===== src/rtl/flash_seq_cfg.svh =====
`ifndef FLASH_SEQ_CFG_SVH
`define FLASH_SEQ_CFG_SVH

// ----------------------------------------------------------------
// Command codes
// ----------------------------------------------------------------
`define CMD_ERASE_SETUP   8'h20
`define CMD_ERASE_CONFIRM 8'hd0
`define CMD_PROG_SETUP    8'h40
`define CMD_CLEAR_STATUS  8'h50
`define CMD_READ_STATUS   8'h70
`define CMD_READ_ARRAY    8'hff

// ----------------------------------------------------------------
// Status bit positions
// ----------------------------------------------------------------
`define SR_READY_BIT      7
`define SR_ERASE_FAIL_BIT 5
`define SR_PROG_FAIL_BIT  4
`define SR_VPP_LOW_BIT    3

// ----------------------------------------------------------------
// Timing
// ----------------------------------------------------------------
`define CLK_PERIOD_NS     100
`define UNLOCK_SETUP_NS   480
`define UNLOCK_SETUP_CYC  \
  ((`UNLOCK_SETUP_NS + `CLK_PERIOD_NS - 1) / `CLK_PERIOD_NS)
`define RP_RECOVER_NS     480
`define RP_RECOVER_CYC    \
  ((`RP_RECOVER_NS + `CLK_PERIOD_NS - 1) / `CLK_PERIOD_NS)
`define RP_LOW_NS         100
`define RP_LOW_CYC        \
  ((`RP_LOW_NS + `CLK_PERIOD_NS - 1) / `CLK_PERIOD_NS)
`define READ_WAIT_CYC     4

`endif


===== src/rtl/flash_seq_pkg.sv =====
`default_nettype none
package flash_seq_pkg;

  typedef enum logic [2:0] {
    OP_PROGRAM = 3'h0,
    OP_ERASE   = 3'h1,
    OP_CHECK   = 3'h2,
    OP_CLEAR   = 3'h3,
    OP_READ    = 3'h4
  } op_t;

  typedef enum logic [1:0] {
    RP_LOW    = 2'h0,
    RP_HIGH   = 2'h1,
    RP_UNLOCK = 2'h2
  } rp_mode_t;

  typedef struct packed {
    op_t         op;
    logic [16:0] addr;
    logic [7:0]  data;
    logic        boot;
    logic        check_each;
    logic        last;
  } req_t;

  typedef struct packed {
    logic [7:0] data;
    logic       vpp_low;
    logic       prog_fail;
    logic       erase_fail;
    logic       seq_error;
    logic       aborted;
  } resp_t;

endpackage
`default_nettype wire


===== src/rtl/flash_program_erase_sequencer.sv =====
// Operation
// RQ1: Bad command after erase setup sets both fails
// RQ2: Erase is 20H then D0H in block
// RQ3: Power-down low or low voltage aborts operation
// RQ4: Erase or reprogram restores aborted location
// RQ5: Device verifies internally and reports status flags
// RQ6: Boot block changes need unlock high voltage
// RQ7: Locked boot attempt sets matching failure flag
// RQ8: Hold unlock voltage from confirm until ready
// RQ9: Program is 40H then data, same address
// RQ10: Poll status, toggle enables, bit7 means ready
// RQ11: Write FFH after last program or erase
// RQ12: Low voltage flag blocks attempts until cleared
// RQ13: Low voltage flag persists until clear command
// RQ14: Both fails after erase mean sequence error
// RQ15: Erase failure sets bit five
// RQ16: Program verify failure sets program fail flag
// RQ17: Clear status on error before any recovery
// RQ18: Full check per item or after series
// RQ19: Fail flags clear only by 50H command
// RQ20: After 70H reads return status
`include "flash_seq_cfg.svh"
`default_nettype none
module flash_program_erase_sequencer (
  input  wire logic                      ref_clk_in,
  input  wire logic                      rst_in,
  input  wire logic                      req_valid_in,
  output logic                           req_ready_out,
  input  wire flash_seq_pkg::req_t       req_in,
  input  wire logic                      abort_in,
  output logic                           resp_valid_out,
  output flash_seq_pkg::resp_t           resp_out,
  output logic [16:0]                    addr_out,
  output logic [7:0]                     data_out,
  output logic                           data_oe_out,
  input  wire logic [7:0]                data_in,
  output logic                           ce_n_out,
  output logic                           oe_n_out,
  output logic                           we_n_out,
  output flash_seq_pkg::rp_mode_t        reset_powerdown_pin_out
);

  // ----------------------------------------------------------------
  // Types and state
  // ----------------------------------------------------------------
  typedef enum logic [7:0] {
    S_IDLE = 8'h01,
    S_NEXT = 8'h02,
    S_WSET = 8'h04,
    S_WSTB = 8'h08,
    S_WREC = 8'h10,
    S_RSTB = 8'h20,
    S_RREC = 8'h40,
    S_WAIT = 8'h80
  } state_t;

  state_t               state_q;
  flash_seq_pkg::req_t  req_q;
  flash_seq_pkg::resp_t resp_q;
  logic [2:0]           step_q;
  logic [2:0]           timer_q;
  logic                 unlocked_q;
  logic                 aborting_q;
  logic                 resp_valid_q;
  logic [7:0]           din_meta_q;
  logic [7:0]           din_sync_q;
  logic                 is_alter;
  logic                 has_error;

  assign req_ready_out  = (state_q == S_IDLE);
  assign resp_valid_out = resp_valid_q;
  assign resp_out       = resp_q;
  assign is_alter = (req_q.op == flash_seq_pkg::OP_PROGRAM) ||
                    (req_q.op == flash_seq_pkg::OP_ERASE);
  assign has_error = resp_q.vpp_low | resp_q.prog_fail | resp_q.erase_fail;

  // ----------------------------------------------------------------
  // Data input synchroniser
  // ----------------------------------------------------------------
  always_ff @(posedge ref_clk_in) begin
    if (rst_in) begin
      din_meta_q <= 8'h00;
      din_sync_q <= 8'h00;
    end else begin
      din_meta_q <= data_in;
      din_sync_q <= din_meta_q;
    end
  end

  // ----------------------------------------------------------------
  // Sequencer
  // ----------------------------------------------------------------
  always_ff @(posedge ref_clk_in) begin
    if (rst_in) begin
      state_q                 <= S_IDLE;
      req_q                   <= '0;
      resp_q                  <= '0;
      step_q                  <= 3'h0;
      timer_q                 <= 3'h0;
      unlocked_q              <= 1'b0;
      aborting_q              <= 1'b0;
      resp_valid_q            <= 1'b0;
      addr_out                <= 17'h00000;
      data_out                <= 8'h00;
      data_oe_out             <= 1'b0;
      ce_n_out                <= 1'b1;
      oe_n_out                <= 1'b1;
      we_n_out                <= 1'b1;
      reset_powerdown_pin_out <= flash_seq_pkg::RP_HIGH;
    end else begin
      resp_valid_q <= 1'b0;
      if (abort_in && state_q != S_IDLE && !aborting_q) begin
        // Dropping the power-down pin halts the device mid-operation
        reset_powerdown_pin_out <= flash_seq_pkg::RP_LOW; // RQ3
        ce_n_out       <= 1'b1;
        oe_n_out       <= 1'b1;
        we_n_out       <= 1'b1;
        data_oe_out    <= 1'b0;
        aborting_q     <= 1'b1;
        unlocked_q     <= 1'b0;
        resp_q.aborted <= 1'b1;
        step_q         <= 3'h0;
        timer_q        <= 3'(`RP_LOW_CYC);
        state_q        <= S_WAIT;
      end else begin
        unique case (state_q)
          S_IDLE: begin
            if (req_valid_in) begin
              req_q   <= req_in;
              resp_q  <= '0;
              step_q  <= 3'h0;
              state_q <= S_NEXT;
            end
          end
          S_NEXT: begin
            state_q  <= S_WSET;
            addr_out <= req_q.addr;
            unique case (step_q)
              3'h0: begin
                step_q <= 3'h1;
                unique case (req_q.op)
                  flash_seq_pkg::OP_PROGRAM:
                    data_out <= `CMD_PROG_SETUP; // RQ9
                  flash_seq_pkg::OP_ERASE:
                    data_out <= `CMD_ERASE_SETUP; // RQ2
                  flash_seq_pkg::OP_CHECK:
                    data_out <= `CMD_READ_STATUS; // RQ20
                  flash_seq_pkg::OP_CLEAR:
                    data_out <= `CMD_CLEAR_STATUS; // RQ19
                  default: data_out <= `CMD_READ_ARRAY;
                endcase
              end
              3'h1: begin
                if (is_alter && req_q.boot && !unlocked_q) begin
                  // Unlock voltage must settle before the confirm write
                  reset_powerdown_pin_out <= flash_seq_pkg::RP_UNLOCK; // RQ8
                  unlocked_q <= 1'b1;
                  timer_q    <= 3'(`UNLOCK_SETUP_CYC);
                  state_q    <= S_WAIT;
                end else if (req_q.op == flash_seq_pkg::OP_PROGRAM) begin
                  data_out <= req_q.data; // RQ9
                  step_q   <= 3'h2;
                end else if (req_q.op == flash_seq_pkg::OP_ERASE) begin
                  data_out <= `CMD_ERASE_CONFIRM; // RQ2
                  step_q   <= 3'h2;
                end else if (req_q.op == flash_seq_pkg::OP_CHECK) begin
                  step_q  <= 3'h2;
                  state_q <= S_RSTB;
                end else if (req_q.op == flash_seq_pkg::OP_READ) begin
                  step_q  <= 3'h5;
                  state_q <= S_RSTB;
                end else begin
                  step_q  <= 3'h6;
                  state_q <= S_IDLE;
                  resp_valid_q <= 1'b1;
                end
              end
              3'h2: begin
                state_q <= S_RSTB; // RQ10
              end
              3'h3: begin
                // Unlock stays until status has shown ready
                if (unlocked_q) begin
                  reset_powerdown_pin_out <= flash_seq_pkg::RP_HIGH; // RQ8
                  unlocked_q <= 1'b0;
                end
                step_q <= 3'h4;
                if (has_error && (req_q.check_each ||
                    req_q.op == flash_seq_pkg::OP_CHECK)) begin
                  data_out <= `CMD_CLEAR_STATUS; // RQ17
                end else begin
                  state_q <= S_NEXT;
                end
              end
              3'h4: begin
                step_q <= 3'h6;
                if (is_alter && req_q.last) begin
                  data_out <= `CMD_READ_ARRAY; // RQ11
                end else begin
                  state_q      <= S_IDLE;
                  resp_valid_q <= 1'b1;
                end
              end
              default: begin
                state_q      <= S_IDLE;
                resp_valid_q <= 1'b1;
              end
            endcase
          end
          S_WSET: begin
            data_oe_out <= 1'b1;
            ce_n_out    <= 1'b0;
            we_n_out    <= 1'b0;
            state_q     <= S_WSTB;
          end
          S_WSTB: begin
            // Data is latched on this rising edge of the write strobe
            ce_n_out <= 1'b1;
            we_n_out <= 1'b1;
            state_q  <= S_WREC;
          end
          S_WREC: begin
            data_oe_out <= 1'b0;
            if (step_q == 3'h6) begin
              state_q      <= S_IDLE;
              resp_valid_q <= 1'b1;
            end else begin
              state_q <= S_NEXT;
            end
          end
          S_RSTB: begin
            ce_n_out <= 1'b0;
            oe_n_out <= 1'b0;
            if (ce_n_out) begin
              // Covers access time plus the two synchroniser stages
              timer_q <= 3'(`READ_WAIT_CYC);
            end else if (timer_q != 3'h0) begin
              timer_q <= timer_q - 3'h1;
            end else begin
              resp_q.data <= din_sync_q;
              ce_n_out    <= 1'b1;
              oe_n_out    <= 1'b1; // RQ10
              state_q     <= S_RREC;
            end
          end
          S_RREC: begin
            state_q <= S_NEXT;
            if (step_q == 3'h2) begin
              if (resp_q.data[`SR_READY_BIT]) begin // RQ10
                step_q            <= 3'h3;
                resp_q.vpp_low    <= resp_q.data[`SR_VPP_LOW_BIT];
                resp_q.prog_fail  <= resp_q.data[`SR_PROG_FAIL_BIT];
                resp_q.erase_fail <= resp_q.data[`SR_ERASE_FAIL_BIT];
                // Flags accumulate, so a status check as well as an erase
                // can see a pair that came from an erase; a program is excluded
                resp_q.seq_error  <= resp_q.data[`SR_PROG_FAIL_BIT] & // RQ14
                                     resp_q.data[`SR_ERASE_FAIL_BIT] & // RQ18
                                     (req_q.op != flash_seq_pkg::OP_PROGRAM);
              end
            end
          end
          S_WAIT: begin
            if (timer_q != 3'h0) begin
              timer_q <= timer_q - 3'h1;
            end else if (aborting_q &&
                reset_powerdown_pin_out == flash_seq_pkg::RP_LOW) begin
              reset_powerdown_pin_out <= flash_seq_pkg::RP_HIGH;
              timer_q <= 3'(`RP_RECOVER_CYC);
            end else if (aborting_q) begin
              aborting_q   <= 1'b0;
              state_q      <= S_IDLE;
              resp_valid_q <= 1'b1;
            end else begin
              state_q <= S_NEXT;
            end
          end
          default: begin
            state_q <= S_IDLE;
          end
        endcase
      end
    end
  end

endmodule // flash_program_erase_sequencer
`default_nettype wire


===== config.mk =====
export PLATFORM = sky130hd
export DESIGN_NAME = flash_program_erase_sequencer
export DESIGN_NICKNAME = d
export VERILOG_FILES = /design/src/rtl/flash_seq_pkg.sv /design/src/rtl/flash_program_erase_sequencer.sv
export VERILOG_INCLUDE_DIRS = /design/src /design/src/rtl
export SDC_FILE = /design/constraint.sdc
export NUM_CORES = 1
export LEC_CHECK = 0
export BUFFER_PORTS_ARGS = -buffer_cell sky130_fd_sc_hd__buf_4
export CAP_MARGIN = 20
export CELL_PAD_IN_SITES_DETAIL_PLACEMENT = 0
export CELL_PAD_IN_SITES_GLOBAL_PLACEMENT = 1
export CORE_UTILIZATION = 41
export DETAILED_ROUTE_END_ITERATION = 6
export GPL_TIMING_DRIVEN = 0
export PLACE_DENSITY_LB_ADDON = 0.1
export SYNTH_ARGS = -nofsm -noshare
export SYNTH_HDL_FRONTEND = slang
export SYNTH_SLANG_ARGS = --single-unit

===== constraint.sdc =====
create_clock -name ref_clk_in -period 2.7 [get_ports ref_clk_in]
set_input_delay 0.135 -clock ref_clk_in [delete_from_list [all_inputs] [get_ports ref_clk_in]]
set_output_delay 0.135 -clock ref_clk_in [all_outputs]
set_load 0.01 [all_outputs]

Word level (Yosys, flattened, before mapping):

Index checks and enable logic that the tools add are counted.

* logic and storage cells: 220
* register bits: 108

* bitwise gates (word level): 5
* reduce and logical (&&, ||, !) cells: 48
* equality and inequality tests: 55
* multiplexer cells: 81
* $add $sub $neg: 1

Operators with widths (count)
* 8-bit two-way mux: 14
* 8-bit one-hot mux with 4 select lines: 2
* 8-bit one-hot mux with 8 select lines: 1
* 3-bit two-way mux: 15
* 8-bit one-hot mux with 5 select lines: 1
* 3-bit inequality test (second input constant): 12
* 2-bit inequality test (second input constant): 15
* 5-bit AND reduction: 6
* 6-bit two-way mux: 4
* 1-bit two-way mux: 21
* 3-bit one-hot mux with 3 select lines: 2
* 6-bit AND reduction: 3
* 2-bit nonzero test: 9
* 3-bit nonzero test: 6
* 4-bit inequality test (second input constant): 4
* 8-bit one-hot mux with 2 select lines: 1
* 2-bit two-way mux: 7
* 13-bit two-way mux: 1
* 3-bit by 2-bit == test with 1-bit output (second input constant): 4
* 3-bit one-hot mux with 4 select lines: 1
* 3-bit == test (second input constant): 3
* 1-bit one-hot mux with 3 select lines: 3
* 3-bit AND reduction: 3
* 8-bit by 1-bit == test with 1-bit output (second input constant): 1
* 32 further kinds: 51

Logic depth before layout (Yosys ltp):

Gate-level depths: netlist of run 1.

* depth in word-level cells: 9
* gate-level depth with buffers: 8
* depth with buffers taken out: 7

Worst setup path after synthesis of run 1:

No wires, ideal clock.

* kind: register to register
* from: register state_q[3]
* to: register step_q[0]
* required time: 2.639 ns
* path buffers: 1
* stages on the path, launching flop included: 7
* setup time: 0.061 ns
* arrival time: 1.913 ns
* setup slack: 0.727 ns
* path through: dfxtp_1 buf_6 or4_4 or3_4 o31a_1 or4_1 nand2_1

* cells in the longest elaborated chain, start to end: 4
* elaborated cells between the ends (all ways): 15

RTL lines
* from (decl): line flash_program_erase_sequencer.sv:57 `state_t state_q;`
* from (signal assigned): line flash_program_erase_sequencer.sv:95 `state_q <= S_IDLE;`
* from (signal assigned): line flash_program_erase_sequencer.sv:124 `state_q <= S_WAIT;`
* from (signal assigned): line flash_program_erase_sequencer.sv:132 `state_q <= S_NEXT;`
* parallel branches: the longest is 4 deep, another holds 8-bit by 2-bit == test with 1-bit output
* to (signal assigned): line flash_program_erase_sequencer.sv:122 `step_q <= 3'h0;`
* to (signal assigned): line flash_program_erase_sequencer.sv:131 `step_q <= 3'h0;`
* to (signal assigned): line flash_program_erase_sequencer.sv:140 `step_q <= 3'h1;`
* to (decl): line flash_program_erase_sequencer.sv:60 `logic [2:0] step_q;`

Parallel ways; which one is timed is not known.
A chain may end at the register's enable or synchronous reset.

Worst setup path in the final report of run 1:

* from: register state_q[6]
* to: register timer_q[1]

* cells in the longest elaborated chain, start to end: 4
* elaborated cells between the ends (all ways): 14

RTL lines
* parallel branches: the longest is 4 deep, another holds 8-bit == test
* to (signal assigned): line flash_program_erase_sequencer.sv:123 `` timer_q <= 3'(`RP_LOW_CYC); ``
* to (signal assigned): line flash_program_erase_sequencer.sv:158 `` timer_q <= 3'(`UNLOCK_SETUP_CYC); ``
* to (signal assigned): line flash_program_erase_sequencer.sv:236 `` timer_q <= 3'(`READ_WAIT_CYC); ``
* to (decl): line flash_program_erase_sequencer.sv:61 `logic [2:0] timer_q;`

Parallel ways; which one is timed is not known.

==> reports/qor.csv, run 1 <==
metric,value,unit
rsz0062_at_grt,false,
clock_path_buffers,2,
p_leak,2.29,nW
drv_slew,0,
start_util,42.8,%
synth_top_family_by_area,simple AND/OR/NAND/NOR gates,
synthTopCellsByCount,"nand2_1 (132), dfxtp_1 (108), a21oi_1 (72), nor2_1 (37), clkbuf_1 (24)",
synthMuxAreaShare,0.424,%
synth_xor_area_share,0.928,%
skew,0.00839,ns
postCtsSetupBuffers,0,
status,"finished, final reports clean",
p_int,3.05,mW
fp.coreArea,0.0110,mm^2
synth_compound_area_share,18.6,%
grt_start_max_net_pins,19,
synth-simple-area-share,29.2,%
critPathKind,reg2reg,
ys_seq_elements,108,
max_freq,0.397,GHz
netSwitchingPower,1.65,mW
fin_nets,727,
rows,38,
power_frac_comb,31.0,%
p_per_area,789,mW/mm^2
cp.arrival,2.81,ns
netlist_instances,575,
via_per_inst,5.37,
die_area,0.0119,mm^2
wl,13000,um
syn-cell-area,0.00472,mm^2
synth_cell_types,69,
cts_tree,yes,
async_reset_ff_share,0,%
start_kind,register,
cts_made_buffers,9,
ir_drop,0.000524,V
fin_crit,2.52,ns
tightest_slew,1.05,ns
clock_power_share,29.3,%
drc,0,
clock-sinks,108,
antenna_cells,0,
preCtsSetupSlack,0.237,ns
finalHoldViolations,0,
grt_pass1_wl,21100,um
max_slew_margin,29.7,%
synth_area_leaders,"dfxtp_1 (46%), nand2_1 (11%), a21oi_1 (7.6%)",
gp_congestion,0.872,
clock_latency,0.36,ns
dpl.hpwl,9380,um
antenna_found_initial,0,
syn_to_final_growth,26.1,%
switching_share,35.2,%
synthFlopType,dfxtp_1,
finalSetupViolCount,0,
die_y,109,um
grt-ovfl-total,0,
ant_nets,0,
yosys_warnings,0,
first_pass_iters,7,
port_buffers,88,
synth_most_common_cell,nand2_1,
drt_iter0_markers,258,
cts_root_buf,clkbuf_16,
synthAdderAreaFrac,0.530,%
synth_area_leader_cell,dfxtp_1,
hp-class,in2reg,
synth_fp_nets,620,
drive_gt1_share,20.4,%
grt_usage,23.3,%
clk_pin_slew,0.07,ns
fin_ws,0.184,ns
power.share.sequential,39.7,%
avgRoutedWirePerCell,15.7,um
grt_pass1_vias,4143,
max_cap_violations,0,
synth-edff-count,0,
crit_fanout,10,
postPlaceCellArea,0.00555,mm^2
ios,89,
end_kind,register,
crit_required,2.99,ns
stdcell_area,0.00595,mm^2
synth.top_cell.area_share,45.8,%
htree_levels,3,
fin_crit_sh,93.2,%
fin_tns_setup,0,ns
fp.dieW,109,um
vias,4439,
ys_seq_area_share,45.8,%
holdWs,0.0221,ns
avgSynthCellArea,8.21,um^2
stage by stage:
stage	instances	power [mW]	utilization, %
2_1_floorplan	575	2.87	-
3_3_place_gp	803	3.29	50.4
3_5_place_dp	803	3.32	50.4
4_1_cts	824	4.70	53.7
5_1_grt	826	4.98	53.9
6_report	826	4.70	53.9
flip-flops by register name (all words and copies together), names as in the netlist, 2 cells and up:
signal	count
addr_out	17
data_out	8
din_meta_q	8
din_sync_q	8
req_q	31
reset_powerdown_pin_out	2
resp_out	13
state_q	8
step_q	3
timer_q	3
power groups by stage:
| stage | clock network, mW | registers, mW | logic, mW |
|---|---|---|---|
| 2_1_floorplan | 0 | 1.89 | 0.976 |
| 3_3_place_gp | 0 | 1.90 | 1.40 |
| 3_5_place_dp | 0 | 1.90 | 1.42 |
| 4_1_cts | 1.40 | 1.87 | 1.43 |
| 5_1_grt | 1.47 | 1.89 | 1.62 |
| 6_report | 1.38 | 1.87 | 1.46 |
metal layers:
layer	track usage, %	share of wire, %
met5	0	0
met4	6.95	1.8
met3	6.52	6.0
met2	35.7	46
met1	31.7	46
layout by cell type (no fill, tap or decap), drive strengths merged, types with 3 or more instances in the layout:
cell and instances:
inv 9, nor2b 22, nor4 6, dfxtp 108, o22ai 3, a211oi 3, or3 3, buf 104
a311oi 11, o211ai 4, nand3 19, xor2 4, nand4 3, o21ai 16, a21oi 72, or4b 3
nor3b 5, nor4b 4, nor2 38, nand2b 7, nand2 132, dlygate4sd3 8, nor3 7, clkbuf 34
o2111ai 3, and3 6, or4 7, a31oi 6
cell families after synthesis:
kind of cell,count (synthesis)
and+or+nand+nor,272
adders and majority gates,2
buffers and inverters,47
AOI/OAI and AO/OA,139
DFF,108
xor gates and xnor gates,5
muxes,2
final timing paths:
check / cells after the start / to / slack [ns] / start
setup / recovery: 6 / timer_q[1] / 0.18 / state_q[6]
hold / removal: 3 / req_q[23] / 0.02 / req_in[23]
setup reg to reg: 6 / timer_q[1] / 0.18 / state_q[6]
hold reg to reg: 1 / din_sync_q[5] / 0.44 / din_meta_q[5]
critical path: stages (launching register included):
cell	delay, ns
dfxtp_1	0.30
buf_2	0.18
nor2_1	0.42
a31oi_1	0.47
nor2_1	0.78
nand3b_1	0.15
mux2i_1	0.15
repair_timing:
item | 4_1_cts | 5_1_grt
gates resized for setup | 0 | 1
endpoints found under the hold margin | 6 | 2
setup endpoints to repair | 0 | 1
hold buffers | 6 | 2
final cells by class:
| class | instances | area [um^2] |
|---|---|---|
| Tap cell | 140 | 175 |
| Sequential cell | 108 | 2160 |
| Clock inverter | 5 | 70.1 |
| Buffer | 40 | 184 |
| Timing Repair Buffer | 96 | 741 |
| Fill cell | 1076 | 5080 |
| Clock buffer | 10 | 239 |
| Multi-Input combinational cell | 420 | 2350 |
| Inverter | 7 | 26.3 |
(Power assumes the default switching activity.)
==> run 2, diff against run 1 <==
--- a/config.mk
+++ b/config.mk
@@ -13,6 +13,7 @@
 export CORE_UTILIZATION = 41
 export DETAILED_ROUTE_END_ITERATION = 6
 export GPL_TIMING_DRIVEN = 0
+export HOLD_SLACK_MARGIN = 0.05
 export PLACE_DENSITY_LB_ADDON = 0.1
 export SYNTH_ARGS = -nofsm -noshare
 export SYNTH_HDL_FRONTEND = slang
==> reports/qor.csv, run 2 (synthesis gave the netlist of run 1 again) <==
metric,value,unit
layout_commonest_cell,nand2_1,
critPathKind,reg2reg,
grt_start_max_net_pins,19,
fin_nets,756,
cp.arrival,2.74,ns
clock-sinks,108,
max_slew_margin,31.1,%
drive_gt1_share,19.6,%
fin_tns_setup,0,ns
grt_usage,23.8,%
via_per_inst,5.33,
r2r-start,state_q[6],
ios,89,
fin_crit_sh,90.7,%
clk_pin_slew,0.07,ns
finalSetupViolCount,0,
first_pass_iters,5,
grt_pass1_vias,4275,
path_common_cell,nor2_1,
netSwitchingPower,1.65,mW
wl,13300,um
syn_to_final_growth,32.3,%
fp.coreArea,0.0110,mm^2
crit_fanout,10,
grt-ovfl-total,0,
fill_cells,1050,
die_y,109,um
clock_power_share,29.0,%
antenna_found_initial,0,
antenna_cells,0,
r2r-end,timer_q[1],
top_usage_layer,met2,
end_kind,register,
power.share.sequential,39.5,%
start_util,42.8,%
max_freq,0.408,GHz
reg2reg_slack,0.25,ns
dpl.hpwl,9380,um
port_buffers,88,
fin_crit,2.45,ns
clock_latency,0.35,ns
grtUsageMet3,6.40,%
preCtsSetupSlack,0.237,ns
clock_path_buffers,2,
tightest_slew,1.03,ns
start_kind,register,
ir_drop,0.000520,V
htree_levels,3,
grt_pass1_wl,21600,um
grt_use_met1,32.2,%
final_cell_mix,"nand2_1 (132), dfxtp_1 (108), buf_4 (89)",
cts_root_buf,clkbuf_16,
rows,38,
cp_slowest_cell,nor2_1,
postCtsSetupBuffers,0,
switching_share,34.9,%
gp_congestion,0.872,
fin_ws,0.250,ns
largest_register_ffs,31,
skew,0.00969,ns
min_from,req_in[1],
vias,4559,
drv_slew,0,
ant_nets,0,
crit_required,2.99,ns
hp-class,in2reg,
worst_r2r_path_depth,6,
cts_tree,yes,
rsz0062_at_grt,false,
startpoint,state_q[6],
postLayoutCoreUtil,56.6,%
regMostFlops,req_q,
max_cap_violations,0,
p_leak,2.41,nW
drc,0,
p_int,3.07,mW
avgRoutedWirePerCell,15.6,um
status,"finished, final reports clean",
finalHoldViolations,0,
cts_made_buffers,9,
p_per_area,757,mW/mm^2
grt_util_met2,37.0,%
die_area,0.0119,mm^2
fp.dieW,109,um
hold-path-cell-count,3,
hold_path_end,req_q[1],
cp_slowest_stage_delay,0.72,ns
power_frac_comb,31.5,%
drt_iter0_markers,250,
finalPower,4.72,mW
crit_chain,buf_2 > nor2_1 > a31oi_1 > nor2_1 > nand3b_1 > mux2i_1,
## run 2: worst max path at each step
stage	end	slack, ns
after global routing	req_q[17]	0.04
after CTS	timer_q[1]	0.22
after detailed placement	timer_q[1]	0.24
after global placement	timer_q[1]	0.29
final	timer_q[1]	0.25
after floorplan	step_q[0]	0.73
## run 2: power groups by stage
stage | Clock (mW) | Sequential [mW] | Combinational (mW)
floorplan | 0 | 1.89 | 0.976
global placement | 0 | 1.90 | 1.40
detailed placement | 0 | 1.90 | 1.42
CTS | 1.40 | 1.87 | 1.46
global route | 1.48 | 1.89 | 1.66
finish | 1.37 | 1.87 | 1.49
## run 2: final cells by class
type / instances / area [um^2] / share of cell area, %
Inverter: 7 / 26.3 / 0.421
Sequential cell: 108 / 2160 / 34.6
Timing Repair Buffer: 125 / 1030 / 16.5
Clock inverter: 5 / 70.1 / 1.12
Buffer: 40 / 184 / 2.95
Clock buffer: 10 / 239 / 3.83
Tap cell: 140 / 175 / 2.81
Multi-Input combinational cell: 420 / 2350 / 37.7
## run 2: what timing repair did
item                                    CTS  global route
endpoints found under the setup margin    0             1
hold buffers                             37             0
hold endpoints to repair                 37             0
resized for setup                         0             1
## run 2: per-stage QoR
step                cells  hold WS [ns]  area (um^2)
detailed placement    803         0.351         5550
finish                855        0.0560         6240
global route          855        0.0552         6240
CTS                   855        0.0514         6230
global placement      803         0.345         5550
floorplan             575         0.263         4720
## run 2: metal layers
layer  wire, um  vias to the layer above
met1       6090                     2150
met3        790                       13
met5          0                        -
met2       6270                      111
met4        196                        0
li1           -                     2285
## run 2: worst max-delay path, delay by kind of cell (launching register included)
kind            cells  cell delay, ns
flops               1            0.30
buf+inv             1            0.18
compound gates      1            0.47
simple gates        3            1.29
mux                 1            0.14
